$ cat config.mk
export PLATFORM = sky130hd
export DESIGN_NAME = fpac_ctrl
export DESIGN_NICKNAME = d
export VERILOG_FILES = /design/src/hdl/fpac_ram.v /design/src/hdl/fpac_stage.v /design/src/hdl/fpac_ctrl.v
export VERILOG_INCLUDE_DIRS = /design/src /design/src/hdl
export SDC_FILE = /design/constraint.sdc
export NUM_CORES = 1
export LEC_CHECK = 0
export BUFFER_PORTS_ARGS = -buffer_cell sky130_fd_sc_hd__buf_2
export CAP_MARGIN = 25
export CORE_MARGIN = 4
export CORE_UTILIZATION = 52
export DETAILED_ROUTE_END_ITERATION = 8
export PLACE_DENSITY = 0.68
export SKIP_LAST_GASP = 1
export SYNTH_ARGS = -nofsm -noshare
export SYNTH_HDL_FRONTEND = slang
export SYNTH_HIERARCHICAL = 1
export SYNTH_SLANG_ARGS = --single-unit
$ cat constraint.sdc
create_clock -name CLK -period 6.7 [get_ports CLK]
set_input_delay 0.67 -clock CLK [delete_from_list [all_inputs] [get_ports CLK]]
set_output_delay 0.67 -clock CLK [all_outputs]
set_load 0.03 [all_outputs]
$ cat src/hdl/fpac_map.vh
`ifndef FPAC_MAP_VH
`define FPAC_MAP_VH

// Pipeline action codes
`define FPAC_ACT_W 3
`define FPAC_ACT_NONE 3'h0
`define FPAC_ACT_INJECT 3'h1
`define FPAC_ACT_INJECT_MASQ 3'h2
`define FPAC_ACT_REDIRECT 3'h3
`define FPAC_ACT_UPEP_EXTRACT 3'h4
`define FPAC_ACT_LATE_TERM 3'h5
`define FPAC_ACT_LOOP_REW 3'h6
`define FPAC_ACT_LOOP_ANLZ 3'h7

// Pipeline points, in pipeline order; 0 means none
`define FPAC_PT_W 5
`define FPAC_PT_NONE 5'h00
`define FPAC_PT_ANLZ_FIRST 5'h01
`define FPAC_PT_CLS_MATCH 5'h05
`define FPAC_PT_INNER_SW 5'h0d
`define FPAC_PT_ANLZ_LAST 5'h0f
`define FPAC_PT_POST_ANLZ 5'h10
`define FPAC_PT_REW_FIRST 5'h11
`define FPAC_PT_REW_LAST 5'h19
`define FPAC_PT_LOOP_OFS 5'h10

// Config RAM init
`define FPAC_RAM_DEPTH 64
`define FPAC_RAM_AW 6
`define FPAC_RAM_DW 16
`define FPAC_RAM_RESET 16'h0000

`endif

$ cat src/hdl/fpac_ram.v
`timescale 1ns/10ps
`default_nettype none
`include "fpac_map.vh"

module fpac_ram (
  input wire clk,
  input wire we,
  input wire [`FPAC_RAM_AW-1:0] addr,
  input wire [`FPAC_RAM_DW-1:0] wdata,
  output reg [`FPAC_RAM_DW-1:0] rdata
);
  reg [`FPAC_RAM_DW-1:0] mem [0:`FPAC_RAM_DEPTH-1];

  always @(posedge clk) begin
    if (we) begin
      mem[addr] <= wdata;
    end
    rdata <= mem[addr];
  end
endmodule
`default_nettype wire

$ cat src/hdl/fpac_stage.v
`timescale 1ns/10ps
`default_nettype none
`include "fpac_map.vh"

// Decides process/skip/stop for one stage spanning points lo..hi
module fpac_stage (
  input wire [`FPAC_PT_W-1:0] lo,
  input wire [`FPAC_PT_W-1:0] hi,
  input wire [`FPAC_PT_W-1:0] start_pt,
  input wire [`FPAC_PT_W-1:0] end_pt,
  output wire active,
  output wire [`FPAC_PT_W-1:0] first_pt,
  output wire [`FPAC_PT_W-1:0] last_pt
);
  wire start_here = (start_pt >= lo) && (start_pt <= hi);
  wire end_here = (end_pt >= lo) && (end_pt <= hi);
  wire start_later = (start_pt != `FPAC_PT_NONE) && (start_pt > hi);
  wire end_earlier = (end_pt != `FPAC_PT_NONE) && (end_pt < lo);

  assign active = !start_later && !end_earlier;
  assign first_pt = start_here ? start_pt : lo;
  assign last_pt = end_here ? end_pt : hi;
endmodule
`default_nettype wire

$ cat src/hdl/fpac_ctrl.v
// Functional notes
// RQ1: Plain inject starts processing at the attached point, skipping earlier stages.
// RQ2: Masquerade inject is flagged masqueraded and starts at the attached point.
// RQ3: Redirect extract stops processing at the point, then delivers to CPU.
// RQ4: CPU copy carries no point; original frame processing continues.
// RQ5: Up-endpoint extract ends processing at the attached point.
// RQ6: Late-rewrite terminate makes the rewriter end processing at the point.
// RQ7: Rewriter loop ends rewriter at point; analyzer resumes at matching point.
// RQ8: Analyzer loop ends analyzer at point; rewriter resumes at matching point.
// RQ9: Start and end points never both on the same queue side.
// RQ10: Analyzer-side start with rewriter-side end is supported.
// RQ11: Software sets RAM enable and init before analyzer configuration.
// RQ12: Hardware clears init bit when config RAM initialisation completes.
// RQ13: Injection at post-analyzer point bypasses analyzer, enters rewriter directly.
// RQ14: Point and action travel with the frame through every stage.
`timescale 1ns/10ps
`default_nettype none
`include "fpac_map.vh"

module fpac_ctrl (
  input wire CLK,
  input wire RESET_N,
  input wire IN_VALID,
  input wire [`FPAC_ACT_W-1:0] IN_ACTION,
  input wire [`FPAC_PT_W-1:0] IN_POINT,
  input wire IN_CPU_COPY,
  input wire LOOP_VALID,
  input wire [`FPAC_ACT_W-1:0] LOOP_ACTION,
  input wire [`FPAC_PT_W-1:0] LOOP_POINT,
  input wire CFG_RAM_ENABLE,
  input wire CFG_RAM_INIT_SET,
  input wire CFG_WE,
  input wire [`FPAC_RAM_AW-1:0] CFG_ADDR,
  input wire [`FPAC_RAM_DW-1:0] CFG_WDATA,
  output reg OUT_VALID,
  output reg [`FPAC_ACT_W-1:0] OUT_ACTION,
  output reg [`FPAC_PT_W-1:0] OUT_POINT,
  output reg OUT_MASQ,
  output reg OUT_ILLEGAL,
  output reg ANLZ_ACTIVE,
  output reg [`FPAC_PT_W-1:0] ANLZ_FIRST,
  output reg [`FPAC_PT_W-1:0] ANLZ_LAST,
  output reg REW_ACTIVE,
  output reg [`FPAC_PT_W-1:0] REW_FIRST,
  output reg [`FPAC_PT_W-1:0] REW_LAST,
  output reg TO_CPU,
  output reg TO_LOOP,
  output reg CPU_COPY,
  output reg CFG_RAM_INIT,
  output wire [`FPAC_RAM_DW-1:0] CFG_RDATA
);
  localparam ST_IDLE = 2'b01;
  localparam ST_INIT = 2'b10;

  // Stage index: analyzer side first, rewriter side second
  localparam NSTG = 2;
  localparam STG_ANLZ = 0;
  localparam STG_REW = 1;

  // Loop re-entry takes precedence over a new frame in the same cycle
  wire sel_loop = LOOP_VALID;
  wire any_valid = LOOP_VALID | IN_VALID;
  wire [`FPAC_ACT_W-1:0] act = sel_loop ? LOOP_ACTION : IN_ACTION;
  wire [`FPAC_PT_W-1:0] pt = sel_loop ? LOOP_POINT : IN_POINT;

  // A copy is only honoured for a frame that carries no action
  wire copy_req = !sel_loop && IN_CPU_COPY && (act == `FPAC_ACT_NONE);

  reg [`FPAC_PT_W-1:0] start_pt;
  reg [`FPAC_PT_W-1:0] end_pt;
  reg masq;
  reg to_cpu;
  reg to_loop;

  // Turns action and point into a start or an end of processing
  always @* begin
    start_pt = `FPAC_PT_NONE;
    end_pt = `FPAC_PT_NONE;
    masq = 1'b0;
    to_cpu = 1'b0;
    to_loop = 1'b0;
    if (sel_loop) begin
      case (act)
        `FPAC_ACT_LOOP_REW: begin
          start_pt = pt - `FPAC_PT_LOOP_OFS; // see RQ7
        end
        `FPAC_ACT_LOOP_ANLZ: begin
          start_pt = pt + `FPAC_PT_LOOP_OFS; // see RQ8
        end
        default: begin
          start_pt = `FPAC_PT_NONE;
        end
      endcase
    end else begin
      case (act)
        `FPAC_ACT_INJECT: begin
          start_pt = pt; // see RQ1 RQ13
        end
        `FPAC_ACT_INJECT_MASQ: begin
          start_pt = pt; // see RQ2
          masq = 1'b1; // see RQ2
        end
        `FPAC_ACT_REDIRECT, `FPAC_ACT_UPEP_EXTRACT: begin
          end_pt = pt; // see RQ3 RQ5
          to_cpu = 1'b1; // see RQ3
        end
        `FPAC_ACT_LATE_TERM: begin
          end_pt = pt; // see RQ6
          to_cpu = 1'b1;
        end
        `FPAC_ACT_LOOP_REW, `FPAC_ACT_LOOP_ANLZ: begin
          end_pt = pt; // see RQ7 RQ8
          to_loop = 1'b1;
        end
        default: begin
          // Plain frame or CPU copy: no point, full processing
          start_pt = `FPAC_PT_NONE; // see RQ4
        end
      endcase
    end
  end

  // Start and end on the same side of the queue system is refused
  wire start_anlz = (start_pt != `FPAC_PT_NONE) && (start_pt <= `FPAC_PT_ANLZ_LAST);
  wire start_rew = start_pt >= `FPAC_PT_POST_ANLZ;
  wire end_anlz = (end_pt != `FPAC_PT_NONE) && (end_pt <= `FPAC_PT_ANLZ_LAST);
  wire end_rew = end_pt >= `FPAC_PT_REW_FIRST;
  // Opposite sides stay legal, so analyzer start with rewriter end passes
  wire illegal = (start_anlz && end_anlz) || (start_rew && end_rew); // see RQ9 RQ10

  // Point range of each stage, packed with the analyzer in the low slot
  wire [`FPAC_PT_W*NSTG-1:0] stg_lo = {`FPAC_PT_REW_FIRST, `FPAC_PT_ANLZ_FIRST};
  wire [`FPAC_PT_W*NSTG-1:0] stg_hi = {`FPAC_PT_REW_LAST, `FPAC_PT_ANLZ_LAST};
  wire [NSTG-1:0] stg_act;
  wire [`FPAC_PT_W*NSTG-1:0] stg_first;
  wire [`FPAC_PT_W*NSTG-1:0] stg_last;

  // Every stage decides locally from the start and end it is handed
  genvar g;
  generate
    for (g = 0; g < NSTG; g = g + 1) begin : g_stage
      fpac_stage u_stage (
        .lo(stg_lo[g*`FPAC_PT_W +: `FPAC_PT_W]),
        .hi(stg_hi[g*`FPAC_PT_W +: `FPAC_PT_W]),
        .start_pt(start_pt),
        .end_pt(end_pt),
        .active(stg_act[g]),
        .first_pt(stg_first[g*`FPAC_PT_W +: `FPAC_PT_W]),
        .last_pt(stg_last[g*`FPAC_PT_W +: `FPAC_PT_W])
      ); // see RQ14
    end
  endgenerate

  wire anlz_act = stg_act[STG_ANLZ];
  wire rew_act = stg_act[STG_REW];
  wire [`FPAC_PT_W-1:0] anlz_first = stg_first[STG_ANLZ*`FPAC_PT_W +: `FPAC_PT_W];
  wire [`FPAC_PT_W-1:0] anlz_last = stg_last[STG_ANLZ*`FPAC_PT_W +: `FPAC_PT_W];
  wire [`FPAC_PT_W-1:0] rew_first = stg_first[STG_REW*`FPAC_PT_W +: `FPAC_PT_W];
  wire [`FPAC_PT_W-1:0] rew_last = stg_last[STG_REW*`FPAC_PT_W +: `FPAC_PT_W];

  // Late-rewrite terminate keeps the analyzer running; rewriter ends at point
  wire late = !sel_loop && (act == `FPAC_ACT_LATE_TERM);
  wire anlz_on = late ? 1'b1 : anlz_act;
  wire [`FPAC_PT_W-1:0] anlz_end = late ? `FPAC_PT_ANLZ_LAST : anlz_last;

  // Frame record: action and point travel on with the frame
  always @(posedge CLK) begin
    if (!RESET_N) begin
      OUT_VALID <= 1'b0;
      OUT_ACTION <= `FPAC_ACT_NONE;
      OUT_POINT <= `FPAC_PT_NONE;
      OUT_MASQ <= 1'b0;
      OUT_ILLEGAL <= 1'b0;
    end else begin
      OUT_VALID <= any_valid;
      if (any_valid) begin
        OUT_ACTION <= act; // see RQ14
        OUT_POINT <= pt; // see RQ14
        OUT_MASQ <= masq;
        OUT_ILLEGAL <= illegal; // see RQ9
      end
    end
  end

  // Stage spans; a refused pair runs neither stage
  always @(posedge CLK) begin
    if (!RESET_N) begin
      ANLZ_ACTIVE <= 1'b0;
      ANLZ_FIRST <= `FPAC_PT_NONE;
      ANLZ_LAST <= `FPAC_PT_NONE;
      REW_ACTIVE <= 1'b0;
      REW_FIRST <= `FPAC_PT_NONE;
      REW_LAST <= `FPAC_PT_NONE;
    end else begin
      if (any_valid) begin
        ANLZ_ACTIVE <= anlz_on && !illegal; // see RQ13
        ANLZ_FIRST <= anlz_first;
        ANLZ_LAST <= anlz_end;
        REW_ACTIVE <= rew_act && !illegal;
        REW_FIRST <= rew_first;
        REW_LAST <= rew_last; // see RQ6
      end
    end
  end

  // Where the frame goes once its processing has ended
  always @(posedge CLK) begin
    if (!RESET_N) begin
      TO_CPU <= 1'b0;
      TO_LOOP <= 1'b0;
      CPU_COPY <= 1'b0;
    end else begin
      if (any_valid) begin
        TO_CPU <= to_cpu && !illegal;
        TO_LOOP <= to_loop && !illegal;
        CPU_COPY <= copy_req; // see RQ4
      end
    end
  end

  // Configuration RAM initialisation
  reg [1:0] state_q;
  reg [1:0] state_d;
  reg [`FPAC_RAM_AW-1:0] addr_q;
  reg [`FPAC_RAM_AW-1:0] addr_d;
  wire init_last = addr_q == {`FPAC_RAM_AW{1'b1}};
  wire init_go = CFG_RAM_ENABLE && CFG_RAM_INIT_SET; // see RQ11

  always @* begin
    state_d = state_q;
    addr_d = addr_q;
    case (state_q)
      ST_IDLE: begin
        if (init_go) begin
          state_d = ST_INIT;
          addr_d = {`FPAC_RAM_AW{1'b0}};
        end
      end
      ST_INIT: begin
        addr_d = addr_q + 1'b1;
        if (init_last) begin
          state_d = ST_IDLE; // see RQ12
        end
      end
      default: begin
        state_d = ST_IDLE;
      end
    endcase
  end

  always @(posedge CLK) begin
    if (!RESET_N) begin
      state_q <= ST_IDLE;
      addr_q <= {`FPAC_RAM_AW{1'b0}};
      CFG_RAM_INIT <= 1'b0;
    end else begin
      state_q <= state_d;
      addr_q <= addr_d;
      CFG_RAM_INIT <= (state_d == ST_INIT); // see RQ12
    end
  end

  wire in_init = state_q == ST_INIT;
  wire ram_we = in_init || (CFG_WE && CFG_RAM_ENABLE && !CFG_RAM_INIT);

  fpac_ram u_ram (
    .clk(CLK),
    .we(ram_we),
    .addr(in_init ? addr_q : CFG_ADDR),
    .wdata(in_init ? `FPAC_RAM_RESET : CFG_WDATA),
    .rdata(CFG_RDATA)
  );
endmodule
`default_nettype wire

Yosys cells after proc, flatten, opt, wreduce, memory -nomap -nowiden
Memories as Yosys holds them, arrays and structs flattened. A register that Yosys moved wholly into a read port is not among the register bits. Cells that the tools add are included.

Register bits after elaboration: 45. Memory bits (writable): 1024. Input bits: 46. Output and inout bits: 53. Word-level logic and storage cells: 117. Memories kept: 1.

$add $sub $neg: 3. $lt $le $gt $ge: 13. Equal/unequal tests: 12. Muxes and demuxes: 28. Bitwise gates (word level): 1. Reductions and logical operators: 42.

Memories: u_ram.mem (words 64, bits a word 16, read ports 1, clocked after memory_dff 1, wr ports 1, RTL line fpac_ram.v:12) `` reg [`FPAC_RAM_DW-1:0] mem [0:`FPAC_RAM_DEPTH-1]; ``.

Operators by type and width (number): 2-to-1 mux 5 bit (10); logical AND 1 bit (24); 2-to-1 mux 16 bit (1); greater-or-equal comparator 5 bit (second input constant) (3); == test 3 bit (second input constant) (4); 2-to-1 mux 6 bit (2); case mux 6 bit (2 select lines) (1); greater-or-equal comparator 5 x 1 -> 1 bit (second input constant) (2); <= comparator 5 x 4 -> 1 bit (second input constant) (2); <= comparator 5 bit (second input constant) (2); case mux 5 bit (2 select lines) (1); nonzero test 5 bit (2); 2-to-1 mux 1 bit (9); zero test 1 bit (7); adder 6 x 1 -> 6 bit (second input constant) (1); == test 3 x 2 -> 1 bit (second input constant) (2); == test 6 bit (second input constant) (1); adder 5 bit (second input constant) (1); greater-than comparator 5 x 4 -> 1 bit (second input constant) (1); greater-than comparator 5 bit (second input constant) (1); < comparator 5 x 1 -> 1 bit (second input constant) (1); < comparator 5 bit (second input constant) (1); OR reduction 5 bit (1); subtractor 5 bit (second input constant) (1); 14 further kinds (18).

Longest topological paths before layout
Gate-level depths: netlist of run 1.

Word-level depth: 11. Mapped depth: 15.

Modules after synthesis
Netlist of run 1, hierarchy kept.

Modules (own cells, without submodules): fpac_ram (times used 1, cells an instance 2264, area each 39480.4 µm²); fpac_ctrl (times used 1, cells an instance 254, area each 2199.6 µm²); fpac_stage (times used 2, cells an instance 75, area each 650.6 µm²).

Least setup slack after synthesis of run 1
Ideal clock, no wire load.

Kind: register -> register. Start point: register state_q[0]. End point: memory u_ram/mem[12][0] (netlist bit), enable pin. Setup time: 0.389 ns. Data arrival time: 3.084 ns. Data required time: 6.311 ns. Path slack: 3.228 ns. Cell stages (with the launch flop): 12. Buffers on the path: 5. Cell sequence: dfxtp_1 > inv_1 > ha_1 > buf_2 > mux2_2 > buf_4 > nor2_2 > buf_2 > buf_2 > buf_2 > nand3_1 > nor2_1.

Cells in the longest elaborated chain, start to end: 4. Elaborated cells between the ends (all ways): 5.

Ends and longest elaborated chain: from (decl) (RTL line fpac_ctrl.v:222) `reg [1:0] state_q;`; from (signal assigned) (RTL line fpac_ctrl.v:257) `state_q <= state_d;`; == test 2 bit * (RTL line fpac_ctrl.v:263) `wire in_init = state_q == ST_INIT;`; logical OR 1 bit (RTL line fpac_ctrl.v:264) `wire ram_we = in_init || (CFG_WE && CFG_RAM_ENABLE && !CFG_RAM_INIT);`; 2-to-1 mux 1 bit (RTL line fpac_ram.v:15) `if (we) begin`; 2-to-1 mux 1 bit (not written as such) (RTL line fpac_ram.v:16) `mem[addr] <= wdata;`; to (decl) (RTL line fpac_ram.v:12).

Every way passes the cells marked *; elsewhere a longest branch is shown, timed or not.

Worst setup path after layout of run 1
Start point: register state_q[0]. End point: register u_ram.rdata[6], read port of u_ram.mem.

Cells in the longest elaborated chain, start to end: 2.

Ends and longest elaborated chain: == test 2 bit (RTL line fpac_ctrl.v:263); 2-to-1 mux 6 bit (RTL line fpac_ctrl.v:269) `.addr(in_init ? addr_q : CFG_ADDR),`; to (decl) (RTL line fpac_ram.v:10) `` output reg [`FPAC_RAM_DW-1:0] rdata ``.

Every way passes these cells. A chain may end at the register's enable or synchronous reset.

==> qor.csv, run 1 <==
stage,metric,value,unit
placed_design,portBuffers,98,
clock_network,cts_hold_buffers,0,
synth,yosys.area.top_type,edfxtp_1,
synth,syn_avg_cell_area,16.11,µm²
timing,tightestPinTransition,1.169,ns
clock_network,cts_buffers,105,
grt,grt_antenna_before_repair,5,
die,coreArea,81980,µm²
finish,area_growth,13.32,%
synth,synth_top_area_share,0.7154,
synth,synth_edf_count,1024,
min_path,hold_path_class,input port to flip-flop,
setup_path,cp-start-kind,flip-flop,
synth,async_reset_ff_frac,0,
synth,synthTopCellsByCount,"edfxtp_1 (1024), a22oi_1 (196), nor2_1 (177), mux2i_1 (165), a21oi_1 (112)",
placed_design,place_hpwl,72.64,mm
clock_network,clock_latency,0.67,ns
power,leakage,16.42,nW
finish,regArea,31970,µm²
setup_path,crit_path_start,state_q[0],
outcome,outcome,completed,
drt,first_pass_iters,7,
timing,fmax,207.0,MHz
die,ios,99,
synth,synth-warning-count,6,
synth,synth.distinct_cells,73,
grt,overflow,0,
timing,setup_violations,0,
power,powerDensity,308.9,nW/µm²
die,die_height,295.5,µm
synth,yosysMostFrequentCell,edfxtp_1,
drt,via_per_inst,6.529,
power,total_power,15.04,mW
timing,clock-skew-final,0.02189,ns
die,die-area,87320,µm²
finish,final_net_count,2948,
setup_path,r2r_start,state_q[0],
grt,grt_pass1_vias,25448,
synth,synth_ff_type,edfxtp_1,
grt,grt_max_degree,82,
clock_network,clkSinkCount,1085,
clock_network,root_buffer,clkbuf_16,
grt,grt_first_pass_wirelength,174.1,mm
drt,drc_errors,0,
clock_network,cts_tree,yes,
synth,yosysSeqAreaShare,0.7438,
clock_network,cts_resized,0,
drt,wl,120.2,mm
finish,final_util,0.5941,
drt,route.vias.total,26221,
die,row_count,105,
setup_path,critPathKind,flip-flop to flip-flop,
synth,synth_cells,2668,
min_path,min-delay-start,LOOP_ACTION[1],
power,ir_drop,207.6,µV
drt,post_drt_wl_per_cell,29.92,µm
clock_network,clockBufferDepth,3,
setup_path,critical_path_peak_fanout,81,
timing,period_needed,4.831,ns
finish,post_route_cells_drive_above_1_share,0.1630,
timing,post-route-period-util,0.7210,
timing,max_slew_margin,0.2161,
synth,synth_area,42980,µm²
die,die_w,295.5,µm
finish,multi_input_area,10360,µm²
clock_network,path_clk_slew,0.06,ns
drt,drtIter0Drc,3721,
grt,grt.total_usage,0.2732,
clock_network,post_cts_buffers,0,
synth,synth-seq-cells,1085,
die,start_util,0.5243,
timing,rsz0062_at_grt,false,
placed_design,place_congestion,0.9251,
job,maxCapViolations,0,
drt,drtAntennaViolNets,0,
setup_path,endpoint_kind,flip-flop,
synth,ys_top_cells_by_area,"edfxtp_1 (72%), mux2i_1 (3.8%), a22oi_1 (3.4%)",
timing,tns,0,ns
setup_path,critPathRequiredTime,7.24,ns
timing,finalMaxSlewViolations,0,
clock_network,htreeDepth,3,
finish,fillers,6050,
timing,hold_viol,0,
setup_path,worstPathArrival,5.37,ns
[critical path, cell delays in order, from the launching register on]
cell and delay [ns]:
dfxtp_1 0.35, inv_1 0.08, ha_2 0.26, mux2_8 0.71
nand2b_1 0.82, buf_4 0.43, o22ai_1 0.17, a2111oi_0 0.88
a211oi_1 0.37, or4_1 0.56
[kinds of logic (layout without fill, tap and decap cells)]
family,Yosys count,after routing,share of synthesized area
DFF,1085,1085,0.7438
AOI/OAI and AO/OA,703,703,0.1210
and+or+nand+nor,400,400,0.04288
muxes,222,222,0.05580
buffers and inverters,212,446,0.02355
adders and majority gates,43,43,0.01252
other,2,46,0.0001747
xor gates and xnor gates,1,1,0.0002038
[report_power, final]
| group | internal [mW] | switching (mW) | leakage (nW) | total [mW] |
|---|---|---|---|---|
| registers | 7.55 | 0.0612 | 9.72 | 7.61 |
| clock network | 3.48 | 2.51 | 1.68 | 5.99 |
| logic | 0.410 | 1.04 | 5.03 | 1.45 |
| total | 11.4 | 3.61 | 16.4 | 15.0 |
[placed cells by master (no fill, tap or decap), types with 12 or more instances in the layout]
cell type,count
edfxtp_1,1024
a22oi_1,196
nor2_1,175
mux2i_1,165
buf_4,117
a21oi_1,112
clkbuf_16,107
a221oi_1,106
buf_2,101
nand2_1,85
dfxtp_1,61
o22ai_1,60
conb_1,44
ha_1,42
mux2_2,37
o21ai_0,35
inv_1,33
o22a_1,29
a22o_1,26
nand3_1,26
a211oi_1,26
a31oi_1,23
clkbuf_1,21
clkinv_1,20
nor2b_4,18
clkinv_2,15
bufinv_16,14
o221ai_1,14
nand4_1,13
or4_1,13
nand2b_1,12
[path summary, 6_finish.rpt]
kind         slack [ns]  cells past startpoint        endpoint
max reg2reg        1.87                      9  u_ram/rdata[6]
min                0.27                      3   OUT_ACTION[1]
max                1.87                      9  u_ram/rdata[6]
min reg2reg        0.44                      2   ANLZ_FIRST[1]
[stage by stage]
stage / area, µm² / worst slack [ns] / hold WS (ns) / instances
after global placement: 45170 / 2.083 / 0.4396 / 3818
after detailed placement: 45210 / 2.024 / 0.4409 / 3822
after global routing: 48700 / 1.843 / 0.2767 / 4014
after CTS: 48700 / 2.033 / 0.2463 / 4014
after floorplan: 43140 / 3.228 / 0.4640 / 2710
final: 48710 / 1.869 / 0.2726 / 4016
[sequential cells by signal, summed over array words and instances (netlist names)]
register	count
state_q	2
CFG_RAM_INIT	1
REW_LAST	5
TO_LOOP	1
ANLZ_FIRST	5
TO_CPU	1
OUT_MASQ	1
OUT_VALID	1
OUT_POINT	5
CPU_COPY	1
ANLZ_ACTIVE	1
addr_q	6
OUT_ACTION	3
REW_FIRST	5
OUT_ILLEGAL	1
u_ram/rdata	16
ANLZ_LAST	5
u_ram/mem	1024
REW_ACTIVE	1
[final cells by class]
class,instances,area share
Multi-Input combinational cell,1413,0.2127
Sequential cell,1085,0.6564
Antenna cell,2,0.0001028
Clock buffer,129,0.05688
Timing Repair Buffer,219,0.02898
Tap cell,1070,0.02749
Clock inverter,63,0.01472
Inverter,35,0.002697
[layer usage]
layer,share of wire,wire [µm],GRT usage,vias to the layer above
li1,-,-,-,11129
met1,0.39,47070,0.3849,13256
met2,0.45,54420,0.4164,1617
met3,0.12,13880,0.06415,215
met4,0.040,4780,0.1091,4
met5,0.00022,26,0,-
Power figures use the tool's default switching activity.
==> run 2, diff against run 1 <==
--- a/config.mk
+++ b/config.mk
@@ -6,6 +6,7 @@
 export SDC_FILE = /design/constraint.sdc
 export NUM_CORES = 1
 export LEC_CHECK = 0
+export ABC_AREA = 1
 export BUFFER_PORTS_ARGS = -buffer_cell sky130_fd_sc_hd__buf_2
 export CAP_MARGIN = 25
 export CORE_MARGIN = 4
==> constraint.sdc (replaced) <==
create_clock -name CLK -period 5.1 [get_ports CLK]
set_input_delay 0.51 -clock CLK [delete_from_list [all_inputs] [get_ports CLK]]
set_output_delay 0.51 -clock CLK [all_outputs]
set_load 0.03 [all_outputs]
==> run 2 against run 1 <==
  * Via count grew 27%
  * First-iteration DRC count shrank 0.38%
  * Highest routed layer is now met4
  * Sequential share of layout area shrank 5.5 points
  * Register-to-register slack lost 0.56 ns
  * Area after synthesis grew 10%
  * Clock power grew 32%
  * Combinational power grew 68%
  * Largest cell class unchanged
  * Core utilization shrank 0.48 points
  * Largest power group unchanged
  * Critical endpoint is now u_ram/mem[28][6]
  * Cell count grew 56%
  * Fmax grew 27%
  * Hold slack lost 0.16 ns
==> qor.csv, run 2 <==
stage,metric,value,unit,change
outcome,outcome,completed,,
finish,largest_register_ffs,1024,,unchanged
die,die_height,309.7,µm,+4.8%
clock_network,cts_tree,yes,,
timing,max_slew_margin,0.2212,,+0.005123
finish,layout_commonest_cell,nand2_1,,
synth,yosysSeqAreaShare,0.6755,,-0.06828
drt,drtIter0Drc,3707,,-0.38%
die,coreArea,90150,µm²,+10%
synth,synthTopCellsByCount,"nand2_1 (2982), edfxtp_1 (1024), nor2_1 (181), buf_2 (119), inv_1 (109)",,
setup_path,critPathRequiredTime,5.47,ns,-1.77 ns
drt,route.vias.total,33304,,+27%
timing,post-route-period-util,0.7441,,+0.02312
setup_path,crit_end,u_ram/mem[28][6],,
clock_network,clkSinkCount,1085,,unchanged
synth,muxShareOfSynthArea,0,,-0.05580
synth,synthXorXnorAreaFrac,0,,-0.0002038
placed_design,portBuffers,98,,unchanged
synth,synth_cells,4845,,+82%
finish,post_route_cells_drive_above_1_share,0.09515,,-0.06789
grt,grt_antenna_before_repair,3,,-2
die,ios,99,,unchanged
clock_network,cts_resized,0,,unchanged
grt,overflow,0,,unchanged
placed_design,place_congestion,0.8899,,-3.8%
clock_network,cts_buffers,110,,+4.8%
synth,synthAdderAreaFrac,0.01137,,-0.001149
clock_network,path_clk_slew,0.06,ns,about the same
setup_path,cp-start-kind,flip-flop,,
grt,grt_max_degree,191,,+130%
drt,wl,124.2,mm,+3.3%
power,ir_drop,304.8,µV,+47%
timing,setup_violations,0,,unchanged
drt,first_pass_iters,5,,-2
timing,finalMaxSlewViolations,0,,unchanged
min_path,hold_path_class,input port to flip-flop,,
power,p_switching,5.299,mW,+47%
setup_path,crit_path_start,state_q[0],,
synth,async_reset_ff_frac,0,,unchanged
clock_network,cts_hold_buffers,0,,unchanged
clock_network,clockBufferDepth,3,,unchanged
timing,period_needed,3.795,ns,-1.036 ns
placed_design,place_hpwl,73.12,mm,+0.66%
die,row_count,110,,+4.8%
setup_path,r2r_start,state_q[0],,
synth,synth-seq-cells,1085,,unchanged
timing,tightestPinTransition,1.168,ns,-0.0006323 ns
die,start_util,0.5250,,+0.0006709
finish,area_growth,12.26,%,
timing,fmax,263.5,MHz,+27%
finish,diodes,0,,-2
finish,reg_top3,"u_ram/mem: 1024 flops, u_ram/rdata: 16 flops, addr_q: 6 flops",,
power,internal_power,15.06,mW,+32%
timing,hold_viol,0,,unchanged
setup_path,worstPathArrival,4.16,ns,-1.21 ns
clock_network,root_buffer,clkbuf_16,,
synth,synth-simple-area-share,0.2694,,+0.2266
die,die_w,309.7,µm,+4.8%
synth,ys_top_cells_by_area,"edfxtp_1 (65%), nand2_1 (24%), dfxtp_1 (2.6%)",,
setup_path,endpoint_kind,flip-flop,,
finish,regMostFlops,u_ram/mem,,
synth,synth_top_family_by_area,simple AND/OR/NAND/NOR gates,,
power,p_comb_frac,0.119,,+0.023
finish,final_net_count,5095,,+73%
synth,synth_ff_type,edfxtp_1,,
synth,yosysMostFrequentCell,nand2_1,,
power,seqPwrFrac,0.492,,-0.014
finish,final_cell_mix,"nand2_1 (2980), edfxtp_1 (1024), nor2_1 (164), buf_4 (121), clkbuf_16 (111)",,
power,powerDensity,383.2,nW/µm²,+24%
synth,synth_compound_area_frac,0.009491,,-0.1115
setup_path,critPathKind,flip-flop to flip-flop,,
setup_path,reg2reg_to,u_ram/mem[28][6],,
timing,hold_ws,0.1164,ns,-0.1562 ns
clock_network,post_cts_buffers,0,,unchanged
clock_network,htreeDepth,3,,unchanged
drt,drtAntennaViolNets,0,,unchanged
grt,grt.total_usage,0.2583,,-0.01491
timing,rsz0062_at_grt,false,,
timing,clock-skew-final,0.01861,ns,-0.003280 ns
job,maxCapViolations,0,,unchanged
power,netSwitchingFraction,0.2603,,+0.02056
synth,synth_edf_count,1024,,unchanged
setup_path,reg2reg_setup_slack,1.30,ns,-0.56 ns
synth,syn_avg_cell_area,9.768,µm²,-39%
power,leakage,23.06,nW,+40%
drt,post_drt_wl_per_cell,19.80,µm,-34%
setup_path,critical_path_peak_fanout,22,,-73%
synth,yosys.area.top_type,edfxtp_1,,
grt,grt_first_pass_wirelength,187.6,mm,+7.7%
clock_network,clock_latency,0.68,ns,about the same
power,p_clk_frac,0.389,,-0.009
timing,tns,0,ns,unchanged
synth,synth_top_area_share,0.6497,,-0.06567
grt,grt_pass1_vias,30987,,+22%
synth,synth_area,47330,µm²,+10%
die,die-area,95900,µm²,+9.8%
synth,synth.distinct_cells,37,,-49%
synth,synth-warning-count,6,,unchanged
setup_path,worst-r2r-cell-count,10,,+1
drt,via_per_inst,5.309,,-19%
drt,drc_errors,0,,unchanged
## run 2: final cells by class
cell class              instances  area, µm²
well taps                    1176       1471
repair buffers                227       1582
multi-input cells            3452      14060
inverters                     130      513.0
flip-flops and latches       1085      31970
clock inverters                68      619.3
fillers                      7472      37020
clock buffers                 135       2909
## run 2: stage by stage
stage	total power [mW]	cell area, µm²	instances	worst slack, ns	utilization
2_1_floorplan	11.75	47480	4887	0.7926	-
3_5_place_dp	12.60	49570	6069	1.343	0.5499
5_1_grt	21.11	53130	6273	1.030	0.5893
4_1_cts	20.45	53100	6272	1.326	0.5890
3_3_place_gp	12.57	49520	6067	1.462	0.5493
6_report	20.36	53130	6273	1.305	0.5893
## run 2: per-layer routing
| layer | GRT usage | routed length [µm] | vias to the layer above |
|---|---|---|---|
| li1 | - | - | 15878 |
| met1 | 0.3572 | 50900 | 15846 |
| met2 | 0.4207 | 58340 | 1373 |
| met3 | 0.04594 | 11050 | 207 |
| met4 | 0.08158 | 3914 | 0 |
| met5 | 0 | 0 | - |
## run 2: worst min path at each step
stage                      startpoint        end  slack (ns)  cells past startpoint
after floorplan             addr_q[2]  addr_q[2]        0.50                      2
after detailed placement     CPU_COPY   CPU_COPY        0.46                      2
after global placement       CPU_COPY   CPU_COPY        0.45                      2
after CTS                 IN_CPU_COPY   CPU_COPY        0.09                      3
final                     IN_CPU_COPY   CPU_COPY        0.12                      3
after global routing      IN_CPU_COPY   CPU_COPY        0.11                      3
## run 2: logic make-up (layout without fill, tap and decap cells)
family	Yosys count	in the layout
simple gates	3282	3282
flops	1085	1085
buf+inv	350	560
compound gates	83	83
fa+ha+maj	43	43
other cells	2	44
## run 2: critical path: stages, from the launching register on
cell     delay, ns
dfxtp_1       0.31
inv_1         0.10
ha_2          0.23
buf_4         0.48
nand2_1       0.10
nand2_1       0.37
inv_4         0.13
nor3_4        0.59
inv_2         0.17
nor2_1        0.66
buf_4         0.33
## run 2: power by group through the flow
stage / sequential, mW / combinational [mW] / clock [mW]
finish: 10.0 / 2.43 / 7.92
global route: 10.0 / 2.69 / 8.41
CTS: 10.0 / 2.42 / 8.02
detailed placement: 10.2 / 2.41 / 0
global placement: 10.2 / 2.37 / 0
floorplan: 10.3 / 1.49 / 0
